[src/inc/cscalu_pkg.sv]
// constants and types of the cpu status, core control and integer arithmetic block
package cscalu_pkg;
  localparam logic [3:0] STATUS_OFS = 4'h0;
  localparam logic [3:0] CORE_CTL_OFS = 4'h4;
  localparam logic [15:0] STATUS_RST = 16'h0000;
  localparam logic [15:0] CORE_CTL_RST = 16'h0020;
  localparam logic [15:0] CC_WR_MASK = 16'h10f7;
  localparam logic [2:0] PRIO_USER_OFF = 3'h7;
  localparam logic [4:0] DIV_STEPS = 5'h10;
  localparam int ST_SPILL_A = 15;
  localparam int ST_SPILL_B = 14;
  localparam int ST_CLIP_A = 13;
  localparam int ST_CLIP_B = 12;
  localparam int ST_ANY_SPILL = 11;
  localparam int ST_ANY_CLIP = 10;
  localparam int ST_DO_ACT = 9;
  localparam int ST_HALF_C = 8;
  localparam int ST_PRIO_HI = 7;
  localparam int ST_PRIO_LO = 5;
  localparam int ST_REP_ACT = 4;
  localparam int ST_NEG = 3;
  localparam int ST_WRAP = 2;
  localparam int ST_ZERO = 1;
  localparam int ST_CARRY = 0;
  localparam int CC_MUL_US = 12;
  localparam int CC_EARLY = 11;
  localparam int CC_DEPTH_HI = 10;
  localparam int CC_DEPTH_LO = 8;
  localparam int CC_PRIO_MSB = 3;
  localparam int CC_INT = 0;
  localparam int FM_HALF = 4;
  localparam int FM_NEG = 3;
  localparam int FM_WRAP = 2;
  localparam int FM_ZERO = 1;
  localparam int FM_CARRY = 0;
  typedef enum logic [3:0] {OP_ADD, OP_ADDC, OP_SUB, OP_SUBB, OP_AND, OP_IOR, OP_XOR,
    OP_SLL, OP_LSR, OP_ASR} cscalu_op_t;
  typedef enum logic [2:0] {MUL_SS, MUL_UU, MUL_SU, MUL_US, MUL_SLIT, MUL_ULIT, MUL_UU8,
    MUL_DSP} cscalu_mul_t;
  typedef enum logic [1:0] {DIV_IDLE, DIV_RUN, DIV_FIX} cscalu_dst_t;
  typedef struct packed {logic valid; cscalu_op_t op; logic byte_op; logic [15:0] a;
    logic [15:0] b; logic [4:0] affect;} cscalu_alu_req_t;
  typedef struct packed {logic valid; logic [15:0] result;} cscalu_alu_rsp_t;
  typedef struct packed {logic valid; cscalu_mul_t mode; logic [15:0] a;
    logic [15:0] b;} cscalu_mul_req_t;
  typedef struct packed {logic valid; logic [31:0] product;} cscalu_mul_rsp_t;
  typedef struct packed {logic start; logic sgn; logic wide; logic [31:0] dividend;
    logic [15:0] divisor;} cscalu_div_req_t;
  typedef struct packed {logic busy; logic done; logic [15:0] quotient_work_reg;
    logic [15:0] remainder_work_reg;} cscalu_div_rsp_t;
  typedef struct packed {logic upd_a; logic spill_a; logic clip_a; logic upd_b;
    logic spill_b; logic clip_b;} cscalu_acc_evt_t;
  typedef struct packed {logic do_loop_active; logic repeat_loop_active;
    logic [2:0] do_nest_depth; logic nesting_disable; logic prio_load;
    logic [3:0] prio_value;} cscalu_core_in_t;
  typedef struct packed {
    logic [15:0] sr;
    logic [15:0] cc;
    logic ack;
    logic [31:0] rdata;
    logic early_exit;
    logic user_irq_off;
    cscalu_alu_rsp_t alu;
    cscalu_mul_rsp_t mul;
    cscalu_dst_t dst;
    logic [4:0] cnt;
    logic [16:0] rem;
    logic [15:0] quo;
    logic [15:0] dvs;
    logic neg_q;
    logic neg_r;
    cscalu_div_rsp_t div;
  } cscalu_state_t;
endpackage

[src/rtl/cscalu_core.sv]
// cpu status word, core control word, integer alu flags, multiplier and divider
// Overview of operation
// - status bits 15/14 flag accumulator A/B guard spill; bit 11 is their OR
// - bits 13/12 stick high once accumulator A/B clips
// - software may only clear sticky clip flags, never set them
// - bit 10 is OR of clip flags; clearing it clears both
// - bit 9 shows a DO loop running, bit 4 a REPEAT loop
// - bit 8 is carry out of low nibble (byte) or low byte (word)
// - bits 7-5 plus priority msb form level; user irqs off at 7 or msb
// - priority bits 7-5 ignore software writes while nesting is disabled
// - bit 3 set on negative result, cleared otherwise
// - bit 2 set on signed two's complement overflow, cleared otherwise
// - zero flag cleared by a non-zero result of a zero-affecting op or by a software write of zero
// - bit 0 is carry out of result msb, active-low borrow on subtract
// - control bit 12 selects unsigned dsp multiply; bits 15-13 read zero
// - writing one to control bit 11 ends the DO loop; reads zero
// - control bits 10-8 report active DO loop count 0..7
// - control bits 7/6/5 enable clipping A/B/stores; bit 5 resets to one
// - control bit 4 selects 9.31 clipping when one, 1.31 when zero
// - control bit 2 makes program space visible in data window
// - control bit 1 biased rounding, bit 0 integer dsp multiply
// - alu is 16 bits wide with byte and word add, sub, shift, logic
// - multiplier offers signed, unsigned, mixed, literal and byte modes
// - divider does 32/16 and 16/16 at one cycle per divisor bit
`timescale 1ns/1ps
module cscalu_core
(
  input wire logic clk_sys,
  input wire logic rst,
  input wire logic wb_cyc_i,
  input wire logic wb_stb_i,
  input wire logic wb_we_i,
  input wire logic [3:0] wb_adr_i,
  input wire logic [3:0] wb_sel_i,
  input wire logic [31:0] wb_dat_i,
  output logic wb_ack_o,
  output logic [31:0] wb_dat_o,
  input wire cscalu_pkg::cscalu_alu_req_t alu_req,
  input wire cscalu_pkg::cscalu_mul_req_t mul_req,
  input wire cscalu_pkg::cscalu_div_req_t div_req,
  input wire cscalu_pkg::cscalu_acc_evt_t acc_evt,
  input wire cscalu_pkg::cscalu_core_in_t core_in,
  output logic [15:0] cpu_status_word,
  output logic [15:0] core_control_word,
  output logic user_irq_off,
  output logic do_loop_early_exit,
  output cscalu_pkg::cscalu_alu_rsp_t alu_rsp,
  output cscalu_pkg::cscalu_mul_rsp_t mul_rsp,
  output cscalu_pkg::cscalu_div_rsp_t div_rsp
);
  import cscalu_pkg::*;

  cscalu_state_t st_r;
  cscalu_state_t st_nxt;
  logic acc;
  logic wr_sr;
  logic wr_cc;
  logic [15:0] wd;
  logic [15:0] wm;
  logic [15:0] bx;
  logic cin;
  logic sub;
  logic [16:0] sum_w;
  logic [8:0] sum_b;
  logic [4:0] nib;
  logic [15:0] res;
  logic [4:0] fl;
  logic msb_a;
  logic msb_b;
  logic msb_r;
  logic [16:0] ma;
  logic [16:0] mb;
  logic [33:0] prod;
  logic [31:0] dmag;
  logic [16:0] trial;
  logic clr_a;
  logic clr_b;

  // a request is served once; the answer is the registered ack one cycle later
  assign acc = wb_cyc_i && wb_stb_i && !st_r.ack;
  assign wr_sr = acc && wb_we_i && (wb_adr_i == STATUS_OFS);
  assign wr_cc = acc && wb_we_i && (wb_adr_i == CORE_CTL_OFS);
  assign wd = wb_dat_i[15:0];
  assign wm = {{8{wb_sel_i[1]}}, {8{wb_sel_i[0]}}};

  always_comb
  begin
    sub = (alu_req.op == OP_SUB) || (alu_req.op == OP_SUBB);
    bx = sub ? ~alu_req.b : alu_req.b;
    case (alu_req.op)
      OP_ADDC, OP_SUBB: cin = st_r.sr[ST_CARRY];
      OP_SUB: cin = 1'b1;
      default: cin = 1'b0;
    endcase
    sum_w = {1'b0, alu_req.a} + {1'b0, bx} + {16'h0000, cin};
    sum_b = {1'b0, alu_req.a[7:0]} + {1'b0, bx[7:0]} + {8'h00, cin};
    nib = {1'b0, alu_req.a[3:0]} + {1'b0, bx[3:0]} + {4'h0, cin};
    msb_a = alu_req.byte_op ? alu_req.a[7] : alu_req.a[15];
    msb_b = alu_req.byte_op ? bx[7] : bx[15];
    // fl holds half carry, negative, wrap, zero, carry
    fl = 5'h00;
    res = 16'h0000;
    case (alu_req.op)
      OP_ADD, OP_ADDC, OP_SUB, OP_SUBB:
      begin
        res = alu_req.byte_op ? {8'h00, sum_b[7:0]} : sum_w[15:0];
        fl[FM_CARRY] = alu_req.byte_op ? sum_b[8] : sum_w[16];
        fl[FM_HALF] = alu_req.byte_op ? nib[4] : sum_b[8];
      end
      OP_AND: res = alu_req.a & alu_req.b;
      OP_IOR: res = alu_req.a | alu_req.b;
      OP_XOR: res = alu_req.a ^ alu_req.b;
      OP_SLL:
      begin
        res = {alu_req.a[14:0], 1'b0};
        fl[FM_CARRY] = msb_a;
      end
      OP_LSR:
      begin
        res = alu_req.byte_op ? {9'h000, alu_req.a[7:1]} : {1'b0, alu_req.a[15:1]};
        fl[FM_CARRY] = alu_req.a[0];
      end
      OP_ASR:
      begin
        res = alu_req.byte_op ? {8'h00, msb_a, alu_req.a[7:1]} : {msb_a, alu_req.a[15:1]};
        fl[FM_CARRY] = alu_req.a[0];
      end
      default: res = 16'h0000;
    endcase
    if (alu_req.byte_op)
      res[15:8] = 8'h00;
    msb_r = alu_req.byte_op ? res[7] : res[15];
    fl[FM_NEG] = msb_r;
    fl[FM_WRAP] = (alu_req.op <= OP_SUBB) && (msb_a == msb_b) && (msb_r != msb_a);
    fl[FM_ZERO] = (res == 16'h0000);
  end

  always_comb
  begin
    // operand extension into the 17th bit
    ma = {mul_req.a[15], mul_req.a};
    mb = {mul_req.b[15], mul_req.b};
    case (mul_req.mode)
      MUL_UU: begin ma[16] = 1'b0; mb[16] = 1'b0; end
      MUL_SU: mb[16] = 1'b0;
      MUL_US: ma[16] = 1'b0;
      MUL_SLIT: mb = {12'h000, mul_req.b[4:0]};
      MUL_ULIT: begin ma[16] = 1'b0; mb = {12'h000, mul_req.b[4:0]}; end
      MUL_UU8: begin ma = {9'h000, mul_req.a[7:0]}; mb = {9'h000, mul_req.b[7:0]}; end
      MUL_DSP:
      if (st_r.cc[CC_MUL_US])
      begin
        ma[16] = 1'b0;
        mb[16] = 1'b0;
      end
      default: ma = {mul_req.a[15], mul_req.a};
    endcase
    prod = $signed(ma) * $signed(mb);
  end

  always_comb
  begin
    // magnitude of a sign- or zero-extended dividend
    dmag = div_req.wide ? div_req.dividend
      : {{16{div_req.sgn & div_req.dividend[15]}}, div_req.dividend[15:0]};
    if (div_req.sgn && dmag[31])
      dmag = 32'h0000_0000 - dmag;
    trial = {st_r.rem[15:0], st_r.quo[15]};
  end

  always_comb
  begin
    st_nxt = st_r;
    st_nxt.ack = acc;
    st_nxt.rdata = 32'h0000_0000;
    if (acc && !wb_we_i && (wb_adr_i == STATUS_OFS))
      st_nxt.rdata = {16'h0000, st_r.sr};
    if (acc && !wb_we_i && (wb_adr_i == CORE_CTL_OFS))
      st_nxt.rdata = {16'h0000, st_r.cc};
    // a written zero only clears; selected lanes only
    clr_a = wr_sr && wm[ST_CLIP_A] && !wd[ST_CLIP_A];
    clr_b = wr_sr && wm[ST_CLIP_B] && !wd[ST_CLIP_B];
    // clearing the combined flag clears both
    if (wr_sr && wm[ST_ANY_CLIP] && !wd[ST_ANY_CLIP])
    begin
      clr_a = 1'b1;
      clr_b = 1'b1;
    end
    // a clip event wins over a clear in the same cycle
    st_nxt.sr[ST_CLIP_A] = (st_r.sr[ST_CLIP_A] && !clr_a) || (acc_evt.upd_a && acc_evt.clip_a);
    st_nxt.sr[ST_CLIP_B] = (st_r.sr[ST_CLIP_B] && !clr_b) || (acc_evt.upd_b && acc_evt.clip_b);
    // guard spill follows the latest accumulator pass
    if (acc_evt.upd_a)
      st_nxt.sr[ST_SPILL_A] = acc_evt.spill_a;
    if (acc_evt.upd_b)
      st_nxt.sr[ST_SPILL_B] = acc_evt.spill_b;
    // software writes to the plain alu flags; a same-cycle alu result overrides below
    if (wr_sr)
    begin
      st_nxt.sr[ST_HALF_C] = wm[ST_HALF_C] ? wd[ST_HALF_C] : st_r.sr[ST_HALF_C];
      st_nxt.sr[3:0] = (wd[3:0] & wm[3:0]) | (st_r.sr[3:0] & ~wm[3:0]);
      // priority bits locked while nesting is disabled
      if (!core_in.nesting_disable && wm[ST_PRIO_HI])
      begin
        st_nxt.sr[ST_PRIO_HI:ST_PRIO_LO] = wd[ST_PRIO_HI:ST_PRIO_LO];
      end
    end
    // only flags named in the affect mask move
    if (alu_req.valid)
    begin
      if (alu_req.affect[FM_HALF]) st_nxt.sr[ST_HALF_C] = fl[FM_HALF];
      if (alu_req.affect[FM_NEG]) st_nxt.sr[ST_NEG] = fl[FM_NEG];
      if (alu_req.affect[FM_WRAP]) st_nxt.sr[ST_WRAP] = fl[FM_WRAP];
      if (alu_req.affect[FM_ZERO]) st_nxt.sr[ST_ZERO] = fl[FM_ZERO];
      if (alu_req.affect[FM_CARRY]) st_nxt.sr[ST_CARRY] = fl[FM_CARRY];
    end
    st_nxt.alu.valid = alu_req.valid;
    if (alu_req.valid)
      st_nxt.alu.result = res;
    // core control: software half
    if (wr_cc)
    begin
      st_nxt.cc = (st_r.cc & ~(CC_WR_MASK & wm)) | (wd & CC_WR_MASK & wm);
      if (wm[CC_PRIO_MSB] && !wd[CC_PRIO_MSB])
        st_nxt.cc[CC_PRIO_MSB] = 1'b0;
    end
    // early exit is a one-cycle pulse, never stored
    st_nxt.early_exit = wr_cc && wm[CC_EARLY] && wd[CC_EARLY];
    // unimplemented control bits and write-only exit bit read zero
    st_nxt.cc[15:CC_EARLY] = {4'h0, 1'b0} | {3'h0, st_nxt.cc[CC_MUL_US], 1'b0};
    // nesting depth from the loop sequencer
    st_nxt.cc[CC_DEPTH_HI:CC_DEPTH_LO] = core_in.do_nest_depth;
    // interrupt controller priority load beats a software write
    if (core_in.prio_load)
    begin
      st_nxt.sr[ST_PRIO_HI:ST_PRIO_LO] = core_in.prio_value[2:0];
      st_nxt.cc[CC_PRIO_MSB] = core_in.prio_value[3];
    end
    st_nxt.sr[ST_DO_ACT] = core_in.do_loop_active;
    st_nxt.sr[ST_REP_ACT] = core_in.repeat_loop_active;
    st_nxt.sr[ST_ANY_SPILL] = st_nxt.sr[ST_SPILL_A] | st_nxt.sr[ST_SPILL_B];
    st_nxt.sr[ST_ANY_CLIP] = st_nxt.sr[ST_CLIP_A] | st_nxt.sr[ST_CLIP_B];
    // user interrupts off at level 7 or with the msb set
    st_nxt.user_irq_off = st_nxt.cc[CC_PRIO_MSB]
      || (st_nxt.sr[ST_PRIO_HI:ST_PRIO_LO] == PRIO_USER_OFF);
    // one-cycle multiplier; dsp fractional doubles the product
    st_nxt.mul.valid = mul_req.valid;
    if (mul_req.valid)
    begin
      st_nxt.mul.product = prod[31:0];
      if ((mul_req.mode == MUL_DSP) && !st_r.cc[CC_INT])
        st_nxt.mul.product = {prod[30:0], 1'b0};
    end
    // restoring divider, one divisor bit per cycle
    st_nxt.div.done = 1'b0;
    case (st_r.dst)
      DIV_IDLE:
      if (div_req.start)
      begin
        st_nxt.rem = {1'b0, dmag[31:16]};
        st_nxt.quo = dmag[15:0];
        st_nxt.dvs = (div_req.sgn && div_req.divisor[15]) ? 16'h0000 - div_req.divisor
          : div_req.divisor;
        st_nxt.neg_r = div_req.sgn && (div_req.wide ? div_req.dividend[31]
          : div_req.dividend[15]);
        st_nxt.neg_q = st_nxt.neg_r ^ (div_req.sgn && div_req.divisor[15]);
        st_nxt.cnt = DIV_STEPS;
        st_nxt.dst = DIV_RUN;
        st_nxt.div.busy = 1'b1;
      end
      DIV_RUN:
      begin
        if (trial >= {1'b0, st_r.dvs})
        begin
          st_nxt.rem = trial - {1'b0, st_r.dvs};
          st_nxt.quo = {st_r.quo[14:0], 1'b1};
        end
        else
        begin
          st_nxt.rem = trial;
          st_nxt.quo = {st_r.quo[14:0], 1'b0};
        end
        st_nxt.cnt = st_r.cnt - 5'h01;
        if (st_r.cnt == 5'h01)
          st_nxt.dst = DIV_FIX;
      end
      DIV_FIX:
      begin
        st_nxt.div.quotient_work_reg = st_r.neg_q ? 16'h0000 - st_r.quo : st_r.quo;
        st_nxt.div.remainder_work_reg = st_r.neg_r ? 16'h0000 - st_r.rem[15:0]
          : st_r.rem[15:0];
        st_nxt.div.done = 1'b1;
        st_nxt.div.busy = 1'b0;
        st_nxt.dst = DIV_IDLE;
      end
      default: st_nxt.dst = DIV_IDLE;
    endcase
  end

  always_ff @(posedge clk_sys or posedge rst)
  begin
    if (rst)
    begin
      st_r <= '0;
      st_r.cc <= CORE_CTL_RST;
      st_r.sr <= STATUS_RST;
      st_r.dst <= DIV_IDLE;
    end
    else
    begin
      st_r <= st_nxt;
    end
  end

  assign wb_ack_o = st_r.ack;
  assign wb_dat_o = st_r.rdata;
  assign cpu_status_word = st_r.sr;
  assign core_control_word = st_r.cc;
  assign user_irq_off = st_r.user_irq_off;
  assign do_loop_early_exit = st_r.early_exit;
  assign alu_rsp = st_r.alu;
  assign mul_rsp = st_r.mul;
  assign div_rsp = st_r.div;
endmodule

[config.mk]
export PLATFORM = sky130hd
export DESIGN_NAME = cscalu_core
export DESIGN_NICKNAME = d
export VERILOG_FILES = /design/src/inc/cscalu_pkg.sv /design/src/rtl/cscalu_core.sv
export SDC_FILE = /design/constraint.sdc
export NUM_CORES = 1
export LEC_CHECK = 0
export ABC_AREA = 1
export BUFFER_PORTS_ARGS = -buffer_cell sky130_fd_sc_hd__buf_2
export CORE_MARGIN = 5
export CORE_UTILIZATION = 53
export DETAILED_ROUTE_END_ITERATION = 7
export HOLD_SLACK_MARGIN = 0.1
export PLACE_DENSITY = 0.82
export SLEW_MARGIN = 20
export SYNTH_ARGS = -nofsm -noshare
export SYNTH_HDL_FRONTEND = slang
export SYNTH_SLANG_ARGS = --single-unit
[constraint.sdc]
create_clock -name clk_sys -period 13.6 [get_ports clk_sys]
set_input_delay 2.72 -clock clk_sys [delete_from_list [all_inputs] [get_ports clk_sys]]
set_output_delay 2.72 -clock clk_sys [all_outputs]
set_load 0.01 [all_outputs]
==> results.toml, run 1 <==
[synthesis]
yosysSeqAreaShare_pct = 18.50
yosys_warnings = 0
synth_edf_count = 0
synth.distinct_cells = 60
synth.area.top_cells = "fa_1, dfrtp_1, nand2_1, inv_1, ha_1"
avgSynthCellArea_um2 = 7.383
synthArstFlopShare_pct = 100.0
ys_ff_latch = 188
netlist_area_um2 = 25430
yosys_most_used_dff = "dfrtp_1"
yosysTopAreaCellShare_pct = 22.43
synth_area_leader_cell = "fa_1"
syn_inst = 3445

[global_routing]
antenna_found_initial = 2
grt.met1_usage_pct = 33.75
met3_usage_pct = 7.307
use_met2_pct = 44.98
grt_first_pass_wirelength_um = 115700
grt_pass1_vias = 22480
grt_max_degree = 121
grt-busiest-layer = "met2"
track_usage_pct = 27.36
grt_overflow_total = 0

[floorplanning]
die-width_um = 229.1
fp-row-count = 80
start_util_pct = 53.38
die_area_um2 = 52470
die_y_um = 229.1
core-area_um2 = 47650
pin_count = 343

[sta]
finalHoldViolCount = 0
setup_viol = 0
finalMaxSlewViolations = 0
fin_ws_ns = 4.577
fmax_mhz = 110.8
min_period_ns = 9.023
post-route-period-util_pct = 66.35
rsz0062_at_grt = "no"
relSlewSlack_pct = 20.49
finalSetupTns_ns = 0
fin_skew_ns = 0.007989
worst_slew_pin_slew_ns = 1.188
whs_ns = 0.4798

[route]
vias = 22500
viasPerCell = 5.380
drc_errors = 0
drtIter0Drc = 1769
first_pass_iters = 6
routedWlPerCell_um = 17.10
wl_um = 71530
ant_nets = 0

[setup_path]
cp.required_ns = 14.02
endpoint_kind = "flop"
r2r_cells = 23
critPathArrivalTime_ns = 9.44
r2r_end = "mul_rsp[30]"
crit_fanout = 11
crit_type = "primary input to flop"
worstSetupStartpointType = "primary input"
cpPeakStageDelay_ns = 0.88
slowest_stage = "nor2_1"
reg2reg_setup_slack_ns = 6.58

[clock_network]
ctsResizeCount = 0
root_buffer = "clkbuf_16"
cts_buffer_depth = 2
postCtsSetupBuffers = 0
clk_latency_ns = 0.48
clk_pin_slew_worst_paths_ns = 0.07
cts-htree-levels = 4
clock-sinks = 188
cts_tree = "yes"
cts_buffers = 17
cts_hold_buf = 0

[placed_design]
place_ws_ns = 4.192
dpl_cell_area_um2 = 26310
gp_congestion = 0.9862
place_inst = 4149
hpwlAfterDp_um = 58600
portBuffers = 301

[pwr]
peakVddDrop_mv = 0.2943
leakage_nw = 14.80
power_mw = 6.291
power.density_nw_per_um2 = 233.8

[final_layout]
seq_area_um2 = 4706
fillCellCount = 4373
final_util_pct = 56.47
instances_no_fill = 4182
nets = 4181
finish.instance_area_um2 = 26910
layout-drive-gt1-share_pct = 12.09
multiInputGateArea_um2 = 16740
syn_to_final_growth_pct = 5.795

[job]
cap_violations = 0

[hold_path]
min_to = "mul_rsp[29]"
hp-class = "flop to flop"
hold-path-cell-count = 2
hold_start = "mul_rsp[29]"

[status]
outcome = "completed"
state kept, by name (all words and copies together), names as in the netlist, named ones only:
| register | cells |
|---|---|
| div_rsp | 34 |
| cpu_status_word | 16 |
| alu_rsp | 17 |
| mul_rsp | 33 |
| wb_dat_o | 16 |
| do_loop_early_exit | 1 |
| user_irq_off | 1 |
| wb_ack_o | 1 |
| core_control_word | 4 |
| st_r | 57 |
cells in the final DEF (no fill, tap or decap), types with 20 or more instances in the layout:
master,synthesis,final
a21oi_1,113,113
buf_2,10,301
conb_1,1,20
dfrtp_1,187,187
fa_1,285,285
ha_1,151,151
inv_1,648,647
nand2_1,817,817
nand3_1,183,183
nand4_1,30,30
nor2_1,308,308
nor3_1,26,26
o21ai_0,155,155
xor2_1,67,67
final cells by class:
class	instances	area share [%]
inverters	665	9.305
repair buffers	312	5.906
diodes	1	0.009300
clock buffers	19	1.683
well taps	615	2.860
flip-flops and latches	188	17.49
multi-input cells	2369	62.21
clock inverters	13	0.5394
critical path: cells and delay by family:
kind	cells	cell delay, ns
compound gates	1	0.30
fa+ha+maj	7	3.33
buf+inv	7	0.87
simple gates	11	2.20
cells by family (layout without fill, tap and decap cells):
logic type	count (synthesis)	after routing	synth area share (%)
buffers and inverters	907	1009	15.96
DFF	188	188	18.50
and+or+nand+nor	1446	1446	24.16
muxes	1	1	0.03936
other	1	21	0.01474
adders and majority gates	436	436	29.86
xor gates and xnor gates	85	85	2.927
AOI/OAI and AO/OA	381	381	8.535
cells in the mapped netlist, drive strengths merged, types with 11 or more instances:
library cell	n
a21oi	116
a31oi	13
buf	176
clkbuf	66
dfrtp	187
fa	285
ha	151
inv	659
nand2	838
nand3	187
nand3b	11
nand4	31
nor2	322
nor3	38
o211ai	15
o21ai	175
o221ai	13
o22ai	11
or2	11
xnor2	18
xor2	67
how the worst max path moves through the flow:
stage | depth (start not counted) | end | startpoint | slack (ns)
after floorplan | 26 | mul_rsp[31] | mul_req[32] | 5.36
after global placement | 26 | mul_rsp[22] | mul_req[34] | 4.32
after detailed placement | 26 | mul_rsp[23] | mul_req[34] | 4.19
after CTS | 26 | mul_rsp[23] | mul_req[34] | 4.71
after global routing | 26 | mul_rsp[24] | mul_req[34] | 4.29
final | 26 | mul_rsp[22] | mul_req[34] | 4.58
power breakdown:
group          total [mW]  internal [mW]  switching (mW)  leakage (nW)
combinational        4.84           1.75            3.09          12.2
sequential          0.933          0.769           0.164          2.27
clock               0.520          0.269           0.250         0.293
routing by layer:
layer / wire [µm] / vias to the layer above
met2: 33460 / 1035
li1: - / 10630
met3: 6572 / 224
met5: 13 / -
met1: 27790 / 10610
met4: 3698 / 2
Note: power is estimated with default switching activity, not from simulation.
==> run 2: changes to the inputs <==
--- a/config.mk
+++ b/config.mk
@@ -11,7 +11,7 @@
 export CORE_UTILIZATION = 53
 export DETAILED_ROUTE_END_ITERATION = 7
 export HOLD_SLACK_MARGIN = 0.1
-export PLACE_DENSITY = 0.82
+export PLACE_DENSITY = 0.85
 export SLEW_MARGIN = 20
 export SYNTH_ARGS = -nofsm -noshare
 export SYNTH_HDL_FRONTEND = slang
==> constraint.sdc (replaced) <==
create_clock -name clk_sys -period 7.99 [get_ports clk_sys]
set_input_delay 1.598 -clock clk_sys [delete_from_list [all_inputs] [get_ports clk_sys]]
set_output_delay 1.598 -clock clk_sys [all_outputs]
set_load 0.01 [all_outputs]
==> run 2 against run 1 <==
Clock skew rose by 0.010 ns; critical path depth did not move; worst setup slack got worse by 4.2 ns; worst hold slack got worse by 0.0020 ns; via count rose by 3.1%; register-to-register slack got worse by 5.4 ns; largest cell class unchanged; flip-flop and latch count did not move; non-clock buffer count rose by 43; first-iteration DRC count rose by 21%.
==> results.toml, run 2 (same netlist as run 1, synthesis figures left out) <==
[final_layout]
layout-drive-gt1-share_pct = 13.22
most-common-layout-cells = "nand2_1, inv_1, nor2_1"
regMostFlops = "st_r"
layout_commonest_cell = "nand2_1"
largest_register_ffs = 57
nets = 4224
syn_to_final_growth_pct = 7.138

[floorplanning]
fp-row-count = 80
pin_count = 343
start_util_pct = 53.38
die_y_um = 229.1
die-width_um = 229.1
core-area_um2 = 47650
die_area_um2 = 52470

[clock_network]
cts_hold_buf = 0
root_buffer = "clkbuf_16"
cts_buffers = 17
cts-htree-levels = 4
clk_pin_slew_worst_paths_ns = 0.07
clock-sinks = 188
cts_tree = "yes"
cts_buffer_depth = 2
ctsResizeCount = 0
clk_latency_ns = 0.49
postCtsSetupBuffers = 0

[route]
drc_errors = 0
viasPerCell = 5.493
drtIter0Drc = 2146
vias = 23210
wl_um = 75040
ant_nets = 0
first_pass_iters = 8
routedWlPerCell_um = 17.76

[sta]
post-route-period-util_pct = 95.59
finalSetupTns_ns = 0
fin_skew_ns = 0.01828
fmax_mhz = 130.9
setup_viol = 0
worst_slew_pin_slew_ns = 1.051
whs_ns = 0.4778
relSlewSlack_pct = 29.88
min_period_ns = 7.638
rsz0062_at_grt = "no"
finalHoldViolCount = 0
finalMaxSlewViolations = 0

[setup_path]
crit_type = "primary input to flop"
worstSetupStartpointType = "primary input"
cp.buffers_inverters = 4
cpPeakStageDelay_ns = 0.78
cp_common_cell = "nand2_1"
slowest_stage = "fa_1"
critPathArrivalTime_ns = 8.01
cp.required_ns = 8.36
endpoint_kind = "flop"
cp_top_family = "adder cells"
crit_fanout = 8

[placed_design]
hpwlAfterDp_um = 61700
gp_congestion = 1.005
portBuffers = 301

[pwr]
switchingPower_mw = 6.038
leakage_nw = 15.00
power_frac_seq_pct = 14.6
power.density_nw_per_um2 = 401.6
peakVddDrop_mv = 0.5080
swShare_pct = 55.19
power.share.clock_pct = 7.9
p_int_mw = 4.903
share_comb_of_total_power_pct = 77.5

[global_routing]
track_usage_pct = 28.31
grt_pass1_vias = 22860
met3_usage_pct = 6.292
antenna_found_initial = 1
grt_overflow_total = 0
grt-busiest-layer = "met2"
grt.met1_usage_pct = 35.70
grt_max_degree = 121
use_met2_pct = 46.74
grt_first_pass_wirelength_um = 118500

[hold_path]
hp-class = "flop to flop"

[status]
outcome = "completed"

[job]
cap_violations = 0
==> run 2: cell type report <==
type	count	area [µm²]
Fill cell	4295	20400
Multi-Input combinational cell	2369	16750
Sequential cell	188	4706
Inverter	665	2504
Timing Repair Buffer	355	1937
Tap cell	615	769.5
Clock buffer	17	425.4
Clock inverter	15	158.9
Antenna cell	1	2.502
==> run 2: path summary, 6_finish.rpt <==
check                            startpoint                    to  slack [ns]  depth (start not counted)
worst max register to register         flop           mul_rsp[29]        1.16                         24
min in group asynchronous               rst  core_control_word[9]        1.27                          2
max in group asynchronous               rst              st_r[72]        5.19                          3
worst max-delay path            mul_req[33]           mul_rsp[29]        0.35                         26
worst min-delay path            div_rsp[15]           div_rsp[15]        0.48                          2
worst min register to register  div_rsp[15]           div_rsp[15]        0.48                          2
==> run 2: stage by stage <==
step           total power [mW]  setup WS, ns  area (µm²)  utilization, %  instances
4_1_cts                   10.89        0.5291       27240           57.17       4224
6_report                  10.94        0.3523       27250           57.19       4225
3_5_place_dp              9.976       0.03085       26660           55.95       4192
3_3_place_gp              9.784        0.2046       26660           55.95       4192
5_1_grt                   12.11        0.1046       27250           57.18       4224
2_1_floorplan             7.857        0.8742       25500               -       3464
==> run 2: worst register-to-register path: stages (launching register included) <==
cell	delay [ns]
dfrtp_1	0.38
inv_1	0.27
nand2_1	0.13
nand2_1	0.07
nand2_1	0.26
buf_4	0.29
nor2_1	0.16
inv_1	0.08
fa_1	0.50
fa_1	0.78
inv_1	0.18
fa_1	0.44
fa_1	0.53
fa_1	0.58
fa_1	0.42
ha_1	0.39
nand2_1	0.15
nor2_1	0.20
nand2_1	0.11
nor4_1	0.17
nand2_1	0.16
nand4_1	0.15
nand3_1	0.12
nand3_1	0.12
nand2_1	0.06
==> run 2: power groups by stage <==
| stage | combinational [mW] | clock (mW) | sequential [mW] |
|---|---|---|---|
| after floorplan | 6.36 | 0 | 1.50 |
| after global placement | 8.20 | 0 | 1.59 |
| after detailed placement | 8.38 | 0 | 1.60 |
| after CTS | 8.44 | 0.874 | 1.58 |
| after global routing | 9.57 | 0.909 | 1.63 |
| final | 8.48 | 0.863 | 1.60 |
==> run 2: layer usage <==
metal  up-vias  wire, µm
met5         -        13
met4         2      3825
met3       246      7459
met2      1222     35090
met1     11020     28660
li1      10720         -
